$ cat config.mk
export PLATFORM = sky130hd
export DESIGN_NAME = board_parallel_port_control
export DESIGN_NICKNAME = d
export VERILOG_FILES = /design/src/rtl/bppc_pkg.sv /design/src/rtl/board_parallel_port_control.sv /design/src/rtl/bppc_latch.sv
export SDC_FILE = /design/constraint.sdc
export NUM_CORES = 1
export LEC_CHECK = 0
export BUFFER_PORTS_ARGS = -buffer_cell sky130_fd_sc_hd__buf_4
export CORE_MARGIN = 4
export CORE_UTILIZATION = 45
export CTS_CLUSTER_DIAMETER = 60
export DETAILED_ROUTE_END_ITERATION = 16
export HOLD_SLACK_MARGIN = 0.06
export PLACE_DENSITY_LB_ADDON = 0.05
export SYNTH_ARGS = -nofsm -noshare
export SYNTH_HDL_FRONTEND = slang
export SYNTH_SLANG_ARGS = --single-unit
$ cat constraint.sdc
create_clock -name clk_sys -period 2.1 [get_ports clk_sys]
set_input_delay 0 -clock clk_sys [delete_from_list [all_inputs] [get_ports clk_sys]]
set_output_delay 0 -clock clk_sys [all_outputs]
set_load 0.005 [all_outputs]
$ cat src/rtl/bppc_pkg.sv
package bppc_pkg;
    // I/O locations of the four byte registers
    localparam logic [7:0] ADDR_BIDIR = 8'hc8;
    localparam logic [7:0] ADDR_INPUT = 8'hca;
    localparam logic [7:0] ADDR_CTL = 8'hcc;
    localparam logic [7:0] ADDR_CFG = 8'hce;

    // Configuration words for the two supported layouts
    localparam logic [7:0] CFG_BIDIR_OUT = 8'h82;
    localparam logic [7:0] CFG_BIDIR_IN = 8'h92;

    // Configuration byte fields
    localparam int CFG_MODESET_BIT = 7;
    localparam int BSR_SEL_LSB = 1;
    localparam int BSR_SEL_MSB = 3;
    localparam int BSR_VAL_BIT = 0;

    // Control port bit positions
    localparam int CTL_STROBE = 0;
    localparam int CTL_LOCK = 1;
    localparam int CTL_NMIMASK = 2;
    localparam int CTL_TOUT_EN = 3;
    localparam int CTL_USER_CLR = 4;
    localparam int CTL_BPIRQ1 = 5;
    localparam int CTL_BPIRQ2 = 6;
    localparam int CTL_PRN_CLR = 7;

    localparam logic [7:0] CTL_RESET = 8'h00;
    localparam logic [7:0] BYTE_ZERO = 8'h00;

    typedef enum logic [1:0] {
        BPPC_DIR_ALL_IN,
        BPPC_DIR_A_OUT,
        BPPC_DIR_A_IN
    } bppc_dir_e;

    // Host I/O request
    typedef struct packed {
        logic rd;
        logic wr;
        logic [7:0] addr;
        logic [7:0] wdata;
    } bppc_req_s;

    // Board-side event inputs
    typedef struct packed {
        logic busTimeout;
        logic userLatchSet;
        logic printerAckN;
        logic nonmaskableRequest;
    } bppc_evt_s;
endpackage

$ cat src/rtl/board_parallel_port_control.sv
`timescale 1ns/1ps
module board_parallel_port_control (
    // Clock and reset
    input wire logic clk_sys,
    input wire logic rst_n,
    // Host I/O access
    input wire bppc_pkg::bppc_req_s hostReq,
    output logic [7:0] hostRdata,
    output logic hostRvalid,
    // Bidirectional data port pins
    input wire logic [7:0] bidirIn,
    output logic [7:0] bidirOut,
    output logic bidirOe_n,
    // Input-only port pins
    input wire logic [7:0] inputPort,
    // Board events
    input wire bppc_pkg::bppc_evt_s evt,
    // Dual-port arbitration
    input wire logic backplaneDpReq,
    input wire logic localBackplaneStart,
    output logic dpLocked,
    output logic dpGrantBackplane,
    // Board control outputs
    output logic [7:0] ctlPort,
    output logic controlPortDriven,
    output logic printer_strobe_n,
    output logic nmiToCpu,
    output logic bus_timeout_irq,
    output logic led_timeout,
    output logic user_latch_irq,
    output logic led_user,
    output logic backplane_irq1_n,
    output logic backplane_irq2_n,
    output logic printer_irq,
    output logic led_printer
);
    bppc_pkg::bppc_dir_e dirMode;
    logic [7:0] ctl;
    logic [7:0] bidirLatch;
    logic toutPrev;
    logic wrCtl;
    logic wrCfg;
    logic wrBidir;
    logic rdBidir;
    logic rdInput;
    logic [2:0] bsrSel;
    logic [7:0] next_rdata;
    logic next_rvalid;

    assign wrCtl = hostReq.wr && (hostReq.addr == bppc_pkg::ADDR_CTL);
    assign wrCfg = hostReq.wr && (hostReq.addr == bppc_pkg::ADDR_CFG);
    assign wrBidir = hostReq.wr && (hostReq.addr == bppc_pkg::ADDR_BIDIR);
    assign rdBidir = hostReq.rd && (hostReq.addr == bppc_pkg::ADDR_BIDIR);
    assign rdInput = hostReq.rd && (hostReq.addr == bppc_pkg::ADDR_INPUT);
    assign bsrSel = hostReq.wdata[bppc_pkg::BSR_SEL_MSB:bppc_pkg::BSR_SEL_LSB];

    // Configuration: only the two basic-mode words are honoured; others leave mode alone
    always_ff @(posedge clk_sys) begin
        if (!rst_n) begin
            dirMode <= bppc_pkg::BPPC_DIR_ALL_IN;
        end else if (wrCfg && hostReq.wdata[bppc_pkg::CFG_MODESET_BIT]) begin
            if (hostReq.wdata == bppc_pkg::CFG_BIDIR_OUT) begin
                dirMode <= bppc_pkg::BPPC_DIR_A_OUT;
            end else if (hostReq.wdata == bppc_pkg::CFG_BIDIR_IN) begin
                dirMode <= bppc_pkg::BPPC_DIR_A_IN;
            end
            // Strobed and bidirectional handshake modes are not implemented.
        end
    end

    // Control port: full byte writes and single-bit set/reset. A write of either supported
    // layout word clears the outputs, as the port hardware does on reprogramming.
    always_ff @(posedge clk_sys) begin
        if (!rst_n) begin
            ctl <= bppc_pkg::CTL_RESET;
        end else if (wrCtl) begin
            ctl <= hostReq.wdata;
        end else if (wrCfg && !hostReq.wdata[bppc_pkg::CFG_MODESET_BIT]) begin
            ctl[bsrSel] <= hostReq.wdata[bppc_pkg::BSR_VAL_BIT];
        end else if (wrCfg && ((hostReq.wdata == bppc_pkg::CFG_BIDIR_OUT) ||
                               (hostReq.wdata == bppc_pkg::CFG_BIDIR_IN))) begin
            ctl <= bppc_pkg::CTL_RESET;
        end
    end

    // Output latch of the data port keeps its byte while the port is input
    always_ff @(posedge clk_sys) begin
        if (!rst_n) begin
            bidirLatch <= bppc_pkg::BYTE_ZERO;
        end else if (wrBidir) begin
            bidirLatch <= hostReq.wdata;
        end
    end

    // Read data: registered, one cycle after the request
    always_comb begin
        next_rdata = bppc_pkg::BYTE_ZERO;
        next_rvalid = 1'b0;
        if (rdBidir) begin
            next_rdata = (dirMode == bppc_pkg::BPPC_DIR_A_OUT) ? bidirLatch : bidirIn;
            next_rvalid = 1'b1;
        end else if (rdInput) begin
            next_rdata = inputPort;
            next_rvalid = 1'b1;
        end else if (hostReq.rd) begin
            next_rvalid = 1'b1;
        end
    end

    always_ff @(posedge clk_sys) begin
        if (!rst_n) begin
            hostRdata <= bppc_pkg::BYTE_ZERO;
            hostRvalid <= 1'b0;
        end else begin
            hostRdata <= next_rdata;
            hostRvalid <= next_rvalid;
        end
    end

    // Rising edge detector on the time-out input
    always_ff @(posedge clk_sys) begin
        if (!rst_n) begin
            toutPrev <= 1'b0;
        end else begin
            toutPrev <= evt.busTimeout;
        end
    end

    // Three set/clear latches share one module
    bppc_latch uToutLatch (
        .clk_sys(clk_sys),
        .rst_n(rst_n),
        .setIn(evt.busTimeout && !toutPrev),
        .clearN(ctl[bppc_pkg::CTL_TOUT_EN]),
        .q(bus_timeout_irq)
    );

    bppc_latch uUserLatch (
        .clk_sys(clk_sys),
        .rst_n(rst_n),
        .setIn(evt.userLatchSet),
        .clearN(ctl[bppc_pkg::CTL_USER_CLR]),
        .q(user_latch_irq)
    );

    bppc_latch uPrnLatch (
        .clk_sys(clk_sys),
        .rst_n(rst_n),
        .setIn(!evt.printerAckN),
        .clearN(ctl[bppc_pkg::CTL_PRN_CLR]),
        .q(printer_irq)
    );

    // Pin outputs follow the held control byte, layout mode, data latch, time-out latch, event and arbitration inputs directly
    assign ctlPort = ctl;
    assign controlPortDriven = (dirMode != bppc_pkg::BPPC_DIR_ALL_IN);
    assign bidirOut = bidirLatch;
    assign bidirOe_n = (dirMode != bppc_pkg::BPPC_DIR_A_OUT);
    assign printer_strobe_n = !ctl[bppc_pkg::CTL_STROBE];
    assign dpLocked = !ctl[bppc_pkg::CTL_LOCK];
    // Deadlock escape: backplane wins when both sides start together
    assign dpGrantBackplane = backplaneDpReq && (!dpLocked || localBackplaneStart);
    assign nmiToCpu = evt.nonmaskableRequest && !ctl[bppc_pkg::CTL_NMIMASK];
    assign led_timeout = bus_timeout_irq;
    assign led_user = ctl[bppc_pkg::CTL_USER_CLR];
    assign backplane_irq1_n = !ctl[bppc_pkg::CTL_BPIRQ1];
    assign backplane_irq2_n = !ctl[bppc_pkg::CTL_BPIRQ2];
    assign led_printer = ctl[bppc_pkg::CTL_PRN_CLR];

    // Register writes
    a_ctl_write_loads: assert property (@(posedge clk_sys) disable iff (!rst_n)
        wrCtl |=> ctlPort == $past(hostReq.wdata))
        else $error("control write not applied");

    a_strobe_inv: assert property (@(posedge clk_sys) disable iff (!rst_n)
        wrCtl |=> printer_strobe_n == !$past(hostReq.wdata[bppc_pkg::CTL_STROBE]))
        else $error("strobe polarity wrong");

    a_strobe_hold: assert property (@(posedge clk_sys) disable iff (!rst_n)
        (!wrCtl && !wrCfg) |=> $stable(printer_strobe_n))
        else $error("strobe changed without write");

    a_bpirq_hold: assert property (@(posedge clk_sys) disable iff (!rst_n)
        (!wrCtl && !wrCfg) |=> $stable(backplane_irq1_n) && $stable(backplane_irq2_n))
        else $error("backplane interrupt changed without write");

    a_bsr_one_bit: assert property (@(posedge clk_sys) disable iff (!rst_n)
        (wrCfg && !hostReq.wdata[bppc_pkg::CFG_MODESET_BIT])
        |=> ctlPort[$past(bsrSel)] == $past(hostReq.wdata[bppc_pkg::BSR_VAL_BIT]))
        else $error("bit set/reset failed");

    a_bsr_others: assert property (@(posedge clk_sys) disable iff (!rst_n)
        (wrCfg && !hostReq.wdata[bppc_pkg::CFG_MODESET_BIT]) |=> $onehot0(ctlPort ^ $past(ctlPort)))
        else $error("bit set/reset disturbed other bits");

    a_modeset_clears: assert property (@(posedge clk_sys) disable iff (!rst_n)
        (wrCfg && ((hostReq.wdata == bppc_pkg::CFG_BIDIR_OUT) || (hostReq.wdata == bppc_pkg::CFG_BIDIR_IN)))
        |=> ctlPort == bppc_pkg::CTL_RESET)
        else $error("mode word did not clear control port");

    a_cfg_dir_out: assert property (@(posedge clk_sys) disable iff (!rst_n)
        (wrCfg && hostReq.wdata == bppc_pkg::CFG_BIDIR_OUT) |=> !bidirOe_n && controlPortDriven)
        else $error("output layout word did not drive port");

    a_cfg_dir_in: assert property (@(posedge clk_sys) disable iff (!rst_n)
        (wrCfg && hostReq.wdata == bppc_pkg::CFG_BIDIR_IN) |=> bidirOe_n && controlPortDriven)
        else $error("input layout word did not release port");

    a_cfg_ignored: assert property (@(posedge clk_sys) disable iff (!rst_n)
        (wrCfg && hostReq.wdata[bppc_pkg::CFG_MODESET_BIT] && (hostReq.wdata != bppc_pkg::CFG_BIDIR_OUT)
            && (hostReq.wdata != bppc_pkg::CFG_BIDIR_IN)) |=> $stable(dirMode))
        else $error("unsupported mode word applied");

    a_cfg_stable: assert property (@(posedge clk_sys) disable iff (!rst_n)
        !wrCfg |=> $stable(bidirOe_n) && $stable(controlPortDriven))
        else $error("port layout changed without mode word");

    a_bidir_latch: assert property (@(posedge clk_sys) disable iff (!rst_n)
        wrBidir |=> bidirOut == $past(hostReq.wdata))
        else $error("data port write not latched");

    // Reset state; checked while reset is low, so no disable here
    a_reset_ports: assert property (@(posedge clk_sys)
        !rst_n |=> bidirOe_n && !controlPortDriven && !hostRvalid)
        else $error("reset left a port driven");

    a_reset_lock: assert property (@(posedge clk_sys)
        !rst_n |=> dpLocked && printer_strobe_n)
        else $error("reset left dual-port memory unlocked");

    a_reset_irq: assert property (@(posedge clk_sys)
        !rst_n |=> !ctlPort[bppc_pkg::CTL_NMIMASK] && !bus_timeout_irq && !led_timeout)
        else $error("reset interrupt state wrong");

    // Host reads
    a_input_read: assert property (@(posedge clk_sys) disable iff (!rst_n)
        rdInput |=> hostRvalid && hostRdata == $past(inputPort))
        else $error("input port read wrong");

    a_bidir_read_out: assert property (@(posedge clk_sys) disable iff (!rst_n)
        (rdBidir && !bidirOe_n) |=> hostRvalid && hostRdata == $past(bidirOut))
        else $error("data port read in output layout wrong");

    a_bidir_read_in: assert property (@(posedge clk_sys) disable iff (!rst_n)
        (rdBidir && bidirOe_n) |=> hostRvalid && hostRdata == $past(bidirIn))
        else $error("data port read in input layout wrong");

    a_read_answer: assert property (@(posedge clk_sys) disable iff (!rst_n)
        hostReq.rd |=> hostRvalid)
        else $error("read not answered");

    a_no_stray_answer: assert property (@(posedge clk_sys) disable iff (!rst_n)
        !hostReq.rd |=> !hostRvalid)
        else $error("answer without read");

    // Board control functions
    a_nmi_mask: assert property (@(posedge clk_sys) disable iff (!rst_n)
        ctlPort[bppc_pkg::CTL_NMIMASK] |-> !nmiToCpu)
        else $error("masked request leaked");

    a_nmi_pass: assert property (@(posedge clk_sys) disable iff (!rst_n)
        (!ctlPort[bppc_pkg::CTL_NMIMASK] && evt.nonmaskableRequest) |-> nmiToCpu)
        else $error("unmasked request lost");

    a_dp_lock: assert property (@(posedge clk_sys) disable iff (!rst_n)
        dpLocked != ctlPort[bppc_pkg::CTL_LOCK])
        else $error("lock polarity wrong");

    a_dp_escape: assert property (@(posedge clk_sys) disable iff (!rst_n)
        (backplaneDpReq && localBackplaneStart) |-> dpGrantBackplane)
        else $error("deadlock escape missing");

    a_dp_held: assert property (@(posedge clk_sys) disable iff (!rst_n)
        (dpLocked && !localBackplaneStart) |-> !dpGrantBackplane)
        else $error("grant given through lock");

    a_dp_free: assert property (@(posedge clk_sys) disable iff (!rst_n)
        (!dpLocked && backplaneDpReq) |-> dpGrantBackplane)
        else $error("grant refused while unlocked");

    a_tout_gated: assert property (@(posedge clk_sys) disable iff (!rst_n)
        !ctlPort[bppc_pkg::CTL_TOUT_EN] |=> !bus_timeout_irq && !led_timeout)
        else $error("timeout latch not held clear");

    a_tout_edge: assert property (@(posedge clk_sys) disable iff (!rst_n)
        (ctlPort[bppc_pkg::CTL_TOUT_EN] && $rose(evt.busTimeout)) |=> bus_timeout_irq && led_timeout)
        else $error("timeout edge not latched");

    a_tout_keep: assert property (@(posedge clk_sys) disable iff (!rst_n)
        (ctlPort[bppc_pkg::CTL_TOUT_EN] && !$rose(evt.busTimeout)) |=> $stable(bus_timeout_irq))
        else $error("timeout latch changed without edge");

    a_user_led: assert property (@(posedge clk_sys) disable iff (!rst_n)
        led_user == ctlPort[bppc_pkg::CTL_USER_CLR])
        else $error("user LED wrong");

    a_user_clear: assert property (@(posedge clk_sys) disable iff (!rst_n)
        !ctlPort[bppc_pkg::CTL_USER_CLR] |=> !user_latch_irq)
        else $error("user latch not cleared");

    a_user_set: assert property (@(posedge clk_sys) disable iff (!rst_n)
        (ctlPort[bppc_pkg::CTL_USER_CLR] && evt.userLatchSet) |=> user_latch_irq)
        else $error("user latch not set");

    a_bpirq_level: assert property (@(posedge clk_sys) disable iff (!rst_n)
        (backplane_irq1_n != ctlPort[bppc_pkg::CTL_BPIRQ1]) && (backplane_irq2_n != ctlPort[bppc_pkg::CTL_BPIRQ2]))
        else $error("backplane interrupt polarity wrong");

    a_prn_clear: assert property (@(posedge clk_sys) disable iff (!rst_n)
        !ctlPort[bppc_pkg::CTL_PRN_CLR] |=> !printer_irq)
        else $error("printer latch not cleared");

    a_prn_set: assert property (@(posedge clk_sys) disable iff (!rst_n)
        (ctlPort[bppc_pkg::CTL_PRN_CLR] && !evt.printerAckN) |=> printer_irq)
        else $error("printer latch not set");

    a_prn_keep: assert property (@(posedge clk_sys) disable iff (!rst_n)
        (ctlPort[bppc_pkg::CTL_PRN_CLR] && evt.printerAckN) |=> $stable(printer_irq))
        else $error("printer latch changed without acknowledge");

    a_prn_led: assert property (@(posedge clk_sys) disable iff (!rst_n)
        led_printer == ctlPort[bppc_pkg::CTL_PRN_CLR])
        else $error("printer LED wrong");

    c_bsr_write: cover property (@(posedge clk_sys) wrCfg && !hostReq.wdata[bppc_pkg::CFG_MODESET_BIT]);
    c_tout_set: cover property (@(posedge clk_sys) $rose(bus_timeout_irq));
    c_prn_set: cover property (@(posedge clk_sys) $rose(printer_irq));
    c_dir_out: cover property (@(posedge clk_sys) !bidirOe_n && rdBidir);
endmodule // board_parallel_port_control

$ cat src/rtl/bppc_latch.sv
`timescale 1ns/1ps
module bppc_latch (
    // Clock and reset
    input wire logic clk_sys,
    input wire logic rst_n,
    // Latch controls
    input wire logic setIn,
    input wire logic clearN,
    // State
    output logic q
);
    // Clocked set/clear latch; clear wins so the forbidden input state stays defined
    always_ff @(posedge clk_sys) begin
        if (!rst_n) begin
            q <= 1'b0;
        end else if (!clearN) begin
            q <= 1'b0;
        end else if (setIn) begin
            q <= 1'b1;
        end
    end

    a_latch_clear: assert property (@(posedge clk_sys) disable iff (!rst_n)
        !clearN |=> !q)
        else $error("latch not cleared");
    a_latch_set: assert property (@(posedge clk_sys) disable iff (!rst_n)
        (clearN && setIn) |=> q)
        else $error("latch not set");
endmodule // bppc_latch

# After elaboration in Yosys (flattened, before gate mapping)
# Index checks and enable logic that the tools add are counted.
[word_totals]
wordCells = 61
latch_bits = 0
ram_bits = 0
out_inout_bits = 39
romBits = 0
register_bits = 31
memories = 0
[op_classes]
mux = 14
div_mod_pow = 0
multipliers = 0
reduce_logical = 28
eq_ne = 8
magnitude_cmp = 2
add_sub_neg = 0
shifts = 0
bitwise = 0
[ops]
columns = ["cell", "count"]
rows = [
  ["== test 8 bit (second input constant)", 6],
  ["two-way mux 8 bit", 6],
  ["logical AND 1 bit", 12],
  ["bitwise mux 8 bit", 1],
  ["AND reduction 2 bit", 4],
  ["logical NOT 1 bit", 7],
  ["less-than comparator 3 x 4 -> 1 bit (second input constant)", 1],
  ["two-way mux 1 bit", 4],
  ["two-way mux 2 bit", 2],
  ["nonzero test 2 bit", 2],
  ["demux 1 bit (select 3 bit)", 1],
  [">= comparator 3 x 1 -> 1 bit (second input constant)", 1],
  ["nonzero test 3 bit", 1],
  ["== test 2 x 1 -> 1 bit (second input constant)", 1],
  ["logical OR 1 bit", 2],
  ["!= test 2 x 1 -> 1 bit (second input constant)", 1],
]

# Logic depth before layout (Yosys ltp)
# Gate-level depths: netlist of run 1.
[depth]
depth_word = 7
mapped_depth = 6

# Modules after synthesis
# Synthesis of run 1 repeated with hierarchy kept, for this count alone.
[unflattened]
hier_cells = 202
area_unflattened_um2 = 1686.6
[modules_own_cells]
columns = ["module", "area_each_um2", "instances", "seq_area_each_um2", "cells_per_inst"]
rows = [
  ["board_parallel_port_control", 1596.5, 1, 560.5, 196],
  ["bppc_latch", 30.0, 3, 20.0, 2],
]

# Least setup slack after synthesis of run 1
# No wires, ideal clock.
[synth_path]
path_type = "input-to-reg"
start = "in hostReq[0] in the netlist's numbering"
end = "reg ctl[6] (netlist: ctlPort[6])"
arrival_time_ns = 0.933
setup_time_ns = 0.134
required_ns = 1.966
path_stages = 5
path_slack_ns = 1.033
path_buffers = 1
cell_sequence = "buf_6 -> nor4b_4 -> a21oi_1 -> a21oi_2 -> a311oi_2"
[synth_via]
elab_chain_len = 4
[synth_rtl]
columns = ["item", "line_no", "rtl"]
rows = [
  ["from (decl)", "board_parallel_port_control.sv:7", "input wire bppc_pkg::bppc_req_s hostReq,"],
  ["== test 8 bit (on tied branches)", "board_parallel_port_control.sv:80, board_parallel_port_control.sv:81", ""],
  ["logical OR 1 bit", "board_parallel_port_control.sv:80", "end else if (wrCfg && ((hostReq.wdata == bppc_pkg::CFG_BIDIR_OUT) ||"],
  ["logical AND 1 bit", "board_parallel_port_control.sv:80", ""],
  ["nonzero test 3 bit (no source line)", "n/a", ""],
  ["to (signal assigned)", "board_parallel_port_control.sv:77", "ctl <= hostReq.wdata;"],
  ["to (signal, indexed assignment)", "board_parallel_port_control.sv:79", "ctl[bsrSel] <= hostReq.wdata[bppc_pkg::BSR_VAL_BIT];"],
  ["to (signal assigned)", "board_parallel_port_control.sv:82", "ctl <= bppc_pkg::CTL_RESET;"],
  ["to (decl)", "board_parallel_port_control.sv:38", "logic [7:0] ctl;"],
]
# Several ways; a longest one is shown, not always the timed one.
# A chain may end at the register's enable or synchronous reset.

# Final worst setup path of run 1
[layout_path]
start = "reg dirMode[1]"
end = "reg hostRdata[5]"
[layout_via]
elab_chain_len = 3
[layout_rtl]
columns = ["item", "line_no", "rtl"]
rows = [
  ["from (decl)", "board_parallel_port_control.sv:37", "bppc_pkg::bppc_dir_e dirMode;"],
  ["from (signal assigned)", "board_parallel_port_control.sv:60", "dirMode <= bppc_pkg::BPPC_DIR_ALL_IN;"],
  ["from (signal assigned)", "board_parallel_port_control.sv:63", "dirMode <= bppc_pkg::BPPC_DIR_A_OUT;"],
  ["from (signal assigned)", "board_parallel_port_control.sv:65", "dirMode <= bppc_pkg::BPPC_DIR_A_IN;"],
  ["== test 2 x 1 -> 1 bit", "board_parallel_port_control.sv:100", "next_rdata = (dirMode == bppc_pkg::BPPC_DIR_A_OUT) ? bidirLatch : bidirIn;"],
  ["two-way mux 8 bit", "board_parallel_port_control.sv:100", ""],
  ["two-way mux 8 bit", "board_parallel_port_control.sv:99", "if (rdBidir) begin"],
  ["to (signal assigned)", "board_parallel_port_control.sv:112", "hostRdata <= bppc_pkg::BYTE_ZERO;"],
  ["to (signal assigned)", "board_parallel_port_control.sv:115", "hostRdata <= next_rdata;"],
  ["to (decl)", "board_parallel_port_control.sv:8", "output logic [7:0] hostRdata,"],
]
# Every way passes these cells.

==> results of run 1 <==
==> worst max-delay path: cells and delay by family, from the launching register on <==
kind | cells | cell delay (ns)
compound gates | 1 | 0.10
mux | 1 | 0.26
buf+inv | 1 | 0.58
simple gates | 1 | 0.46
flops | 1 | 0.33
==> routing by layer <==
metal / part of all wire, % / GRT usage (%) / wire [µm]
met2: 47 / 34.05 / 2191
met1: 43 / 28.21 / 1990
met5: 0 / 0 / 0
met3: 8.8 / 4.862 / 409
met4: 1.2 / 7.299 / 57
==> per-stage QoR <==
stage / setup WS [ns] / instances / util [%] / total power (µW) / hold slack (ns)
floorplan: 1.033 / 184 / - / 674.9 / 0.08986
global placement: 0.8101 / 294 / 63.56 / 750.0 / 0.1773
detailed placement: 0.7776 / 294 / 63.56 / 750.2 / 0.1810
CTS: 0.2726 / 328 / 73.41 / 1212 / 0.06175
global route: 0.07923 / 328 / 73.41 / 1263 / 0.07352
finish: 0.2622 / 328 / 73.41 / 1210 / 0.06204
==> Yosys cell counts, drive strengths merged (4+ instances only) <==
| cell | count | area share (%) |
|---|---|---|
| nand4 | 5 | 2.2 |
| dfxtp | 31 | 37 |
| inv | 9 | 2.0 |
| nor3 | 4 | 1.2 |
| nand2 | 18 | 4.2 |
| o21ai | 16 | 5.0 |
| and2 | 4 | 1.7 |
| buf | 15 | 7.2 |
| nor2b | 4 | 1.5 |
| nor2 | 13 | 2.9 |
| nand3 | 6 | 2.1 |
| a21oi | 7 | 2.3 |
| mux2i | 16 | 9.6 |
==> sequential cells by signal, summed over array words and instances (netlist names) <==
name	cells
bidirOut	8
uUserLatch.q	1
hostRdata	8
ctlPort	8
uPrnLatch.q	1
uToutLatch.q	1
hostRvalid	1
dirMode	2
toutPrev	1
==> where the power goes <==
group / internal [µW] / switching (µW)
combinational: 98.5 / 74.9
clock: 232 / 213
sequential: 591 / 0.985
total: 921 / 289
==> area by class of cell <==
type	count	area [µm²]
tap	46	57.56
clock inverter	1	5.005
multi-input combinational	128	892.1
clock buffer	7	76.32
sequential	31	620.6
inverter	9	33.78
timing repair buffer	106	860.8
fill	289	922.1
==> worst min-delay path by stage <==
stage / startpoint / to / cells after the start
global placement: evt[1] / uPrnLatch.q / 2
global route: hostReq[1] / ctlPort[1] / 3
finish: hostReq[0] / ctlPort[0] / 3
CTS: hostReq[1] / bidirOut[1] / 3
detailed placement: evt[1] / uPrnLatch.q / 2
floorplan: backplaneDpReq / dpGrantBackplane / 1
==> kinds of logic after synthesis <==
| logic type | share of synthesized area, % |
|---|---|
| and+or+nand+nor | 24.42 |
| buffers and inverters | 9.438 |
| DFF | 37.15 |
| muxes | 10.49 |
| AOI/OAI and AO/OA | 18.50 |
==> flow_summary.json, run 1 <==
{
  "grt_setup_unrepaired": "no",
  "ys_seq_elements": 31,
  "powerDensity_nw_per_um2": 475.4,
  "yosysWarnings": 0,
  "ys.flop_type": "dfxtp_1",
  "final_cell_mix": "buf_4, dfxtp_1, dlygate4sd3_1",
  "clk_path_buf_depth": 2,
  "skew_ns": 0.003917,
  "cpPeakStageDelay_ns": 0.58,
  "fp.dieArea_um2": 4751,
  "wire_per_inst_um": 14.17,
  "synth-edff-count": 0,
  "async_flop_share_pct": 0,
  "routed_wl_mm": 4.648,
  "ctsResizeCount": 0,
  "vias_per_cell": 5.101,
  "hold_violations": 0,
  "nets": 323,
  "insertion_delay_ns": 0.28,
  "p_leak_uw": 0.001220,
  "cts_setup_buffers": 0,
  "min_period_ns": 1.838,
  "grt_pass1_vias": 1588,
  "root_buffer": "clkbuf_8",
  "worstHoldPathType": "in -> reg",
  "synth_cell_type_count": 52,
  "syn_nets": 226,
  "drt_iter0_markers": 106,
  "place_area_um2": 2205,
  "initial_core_util_pct": 48.16,
  "seq_area_frac_synth_pct": 37.15,
  "cp_cell_sequence": "nand2b_1 -> mux2i_1 -> o21ai_0 -> dlygate4sd3_1",
  "maxCapViolCount": 0,
  "io_pins": 81,
  "fin_crit_sh_pct": 87.51,
  "grt_usage_pct": 21.34,
  "cts_made_buffers": 5,
  "finalSetupTns_ns": 0,
  "dr.pass1.iters": 4,
  "max_clock_freq_mhz": 544.1,
  "tightest_slew_ns": 0.5517,
  "syn_area_um2": 1670,
  "cp_max_fo": 9,
  "rr_startpoint": "dirMode[1]",
  "start_kind": "flop",
  "final_common_cell": "buf_4",
  "drv_slew": 0,
  "hpwl_mm": 3.161,
  "cts_hold_buffers": 26,
  "syn_area_per_cell_um2": 9.078,
  "grt_pass1_wl_mm": 7.514,
  "die_w_um": 68.93,
  "status": "finished clean",
  "overflow": 0,
  "slowest_stage": "dlygate4sd3_1",
  "crit_path_end": "hostRdata[5]",
  "clk_pin_slew_ns": 0.06,
  "drive_gt1_share_pct": 37.59,
  "grt_max_degree": 15,
  "antenna_found_initial": 0,
  "drcViolationCount": 0,
  "setup.worst_path.class": "reg -> reg",
  "relSlewSlack_pct": 63.18,
  "port_buffers": 80,
  "end_kind": "flop",
  "ff2ff_path_depth": 4,
  "irDropWorstVdd_mv": 0.4775,
  "crit_required_ns": 2.27,
  "antenna_cells": 0,
  "crit_arrival_ns": 2.00,
  "rr_endpoint": "hostRdata[5]",
  "htreeDepth": 2,
  "die_y_um": 68.93,
  "cts_tree": "built",
  "setup_viol": 0,
  "place_congestion": 0.8356,
  "vias": 1673,
  "num_rows": 21,
  "coreArea_um2": 3468,
  "fin_area_um2": 2546,
  "ant_nets": 0,
  "worstSetupStartpoint": "dirMode[1]",
  "syn_inst": 184,
  "r2r_slack_ns": 0.26,
  "cts.sinks": 31,
  "areaGrowthSynthToFinish_pct": 52.43
}
Power figures use the tool's default switching activity.
==> run 2, diff against run 1 <==
==> constraint.sdc (replaced) <==
create_clock -name clk_sys -period 2.1 [get_ports clk_sys]
set_input_delay 0.42 -clock clk_sys [delete_from_list [all_inputs] [get_ports clk_sys]]
set_output_delay 0.42 -clock clk_sys [all_outputs]
set_load 0.005 [all_outputs]
==> run 2 against run 1 <==
  * Flip-flop and latch count is the same
  * Via count shrank 6.1%
  * Worst hold slack gained 0.24 ns
  * Critical path depth shrank 1
  * Utilization shrank 7.1 points
  * Non-clock buffer count shrank 25
  * Global-route usage shrank 3.2 points
  * Sequential share of layout area grew 2.6 points
  * Combinational power shrank 16%
==> flow_summary.json, run 2 (synthesized netlist as in run 1, its figures left out) <==
{
  "status": "finished clean",
  "fin_crit_sh_pct": 70.70,
  "p_leak_uw": 0.001093,
  "cts_setup_buffers": 0,
  "clk_pin_slew_ns": 0.06,
  "final_util_pct": 66.31,
  "fin_area_um2": 2300,
  "hpwl_mm": 3.153,
  "hold_depth": 2,
  "path_delay_family": "buffers and inverters",
  "grt_max_degree": 15,
  "place_congestion": 0.8535,
  "drt_iter0_markers": 61,
  "fillerInstances": 314,
  "powerDensity_nw_per_um2": 525.6,
  "irDropWorstVdd_mv": 0.3569,
  "fp.dieArea_um2": 4751,
  "coreArea_um2": 3468,
  "finalSetupTns_ns": 0,
  "tightest_slew_ns": 0.5644,
  "place_area_um2": 2212,
  "drv_slew": 0,
  "die_y_um": 68.93,
  "min_period_ns": 1.485,
  "skew_ns": 0.007417,
  "cp_max_fo": 9,
  "crit_arrival_ns": 1.06,
  "areaGrowthSynthToFinish_pct": 37.68,
  "grt_pass1_vias": 1377,
  "setup_viol": 0,
  "worstHoldPathType": "in -> reg",
  "routed_wl_mm": 4.159,
  "cts_hold_buffers": 0,
  "max_clock_freq_mhz": 673.5,
  "clk_path_buf_depth": 2,
  "drive_gt1_share_pct": 42.19,
  "setup.worst_path.class": "reg -> out",
  "multi_input_area_um2": 892.1,
  "final_cell_mix": "buf_4, dfxtp_1, nand2_1",
  "final_common_cell": "buf_4",
  "port_buffers": 80,
  "insertion_delay_ns": 0.28,
  "end_kind": "output port",
  "ctsResizeCount": 0,
  "ff2ff_path_depth": 4,
  "hold_violations": 0,
  "num_rows": 21,
  "htreeDepth": 2,
  "dr.pass1.iters": 4,
  "relSlewSlack_pct": 62.38,
  "setup_slack_ns": 0.6153,
  "initial_core_util_pct": 48.16,
  "cpPeakStageDelay_ns": 0.31,
  "crit_cells": 3,
  "maxCapViolCount": 0,
  "overflow": 0,
  "regArea_um2": 620.6,
  "antenna_cells": 0,
  "cp_cell_sequence": "nand2b_1 -> buf_4 -> buf_4",
  "die_w_um": 68.93,
  "drcViolationCount": 0,
  "wire_per_inst_um": 13.77,
  "crit_top_cell": "buf_4",
  "slowest_stage": "dfxtp_1",
  "ant_nets": 0,
  "cts.sinks": 31,
  "cts_made_buffers": 5,
  "antenna_found_initial": 0,
  "io_pins": 81,
  "root_buffer": "clkbuf_8",
  "hold_slack_ns": 0.3032,
  "grt_pass1_wl_mm": 6.465,
  "cts_tree": "built",
  "vias_per_cell": 5.202,
  "vias": 1571,
  "cp_num_buf_inv": 2,
  "r2r_slack_ns": 1.05,
  "preCtsSetupSlack_ns": 0.3644,
  "nets": 298,
  "crit_required_ns": 1.68,
  "grt_setup_unrepaired": "no",
  "grt_usage_pct": 18.18,
  "start_kind": "flop"
}
## run 2: cell types whose count changed in the layout (fill, tap and decap cells not counted), sizes merged
cell | previous run | this run
clkbuf | 7 | 6
buf | 80 | 81
dlygate4sd3 | 26 | 0
## run 2: path summary, 6_finish.rpt
path	startpoint	end
worst max-delay path	dirMode[1]	bidirOe_n
worst min-delay path	evt[1]	uPrnLatch.q
worst max register to register	dirMode[1]	hostRdata[5]
worst min register to register	uPrnLatch.q	uPrnLatch.q
## run 2: where the power goes
| part | switching (µW) | internal, µW |
|---|---|---|
| clock network | 214 | 257 |
| logic | 68.5 | 77.6 |
| registers | 0.925 | 591 |
| total | 284 | 925 |
## run 2: worst reg2reg max path: cells and delay by family (launching register included)
kind	cells	cell delay [ns]
flip-flops	1	0.33
multiplexers	1	0.20
AND/OR/NAND/NOR	1	0.11
buffers and inverters	1	0.19
AO/OA/AOI/OAI	1	0.09
## run 2: through the flow
stage	total power, µW	instances
6_report	1209	302
3_3_place_gp	750.1	295
4_1_cts	1217	302
2_1_floorplan	674.9	184
5_1_grt	1264	302
3_5_place_dp	750.3	295
## run 2: area by class of cell
type / count / share of cell area [%]
sequential: 31 / 26.99
clock inverter: 1 / 0.2176
tap: 46 / 2.503
clock buffer: 6 / 3.591
multi-input combinational: 128 / 38.79
inverter: 9 / 1.469
timing repair buffer: 81 / 26.44
## run 2: layer usage
metal,up-vias,track usage (%),share of wire (%)
li1,795,-,-
met1,701,26.11,45
met2,68,26.31,45
met3,7,4.214,9.3
met4,0,6.569,1.1
met5,-,0,0
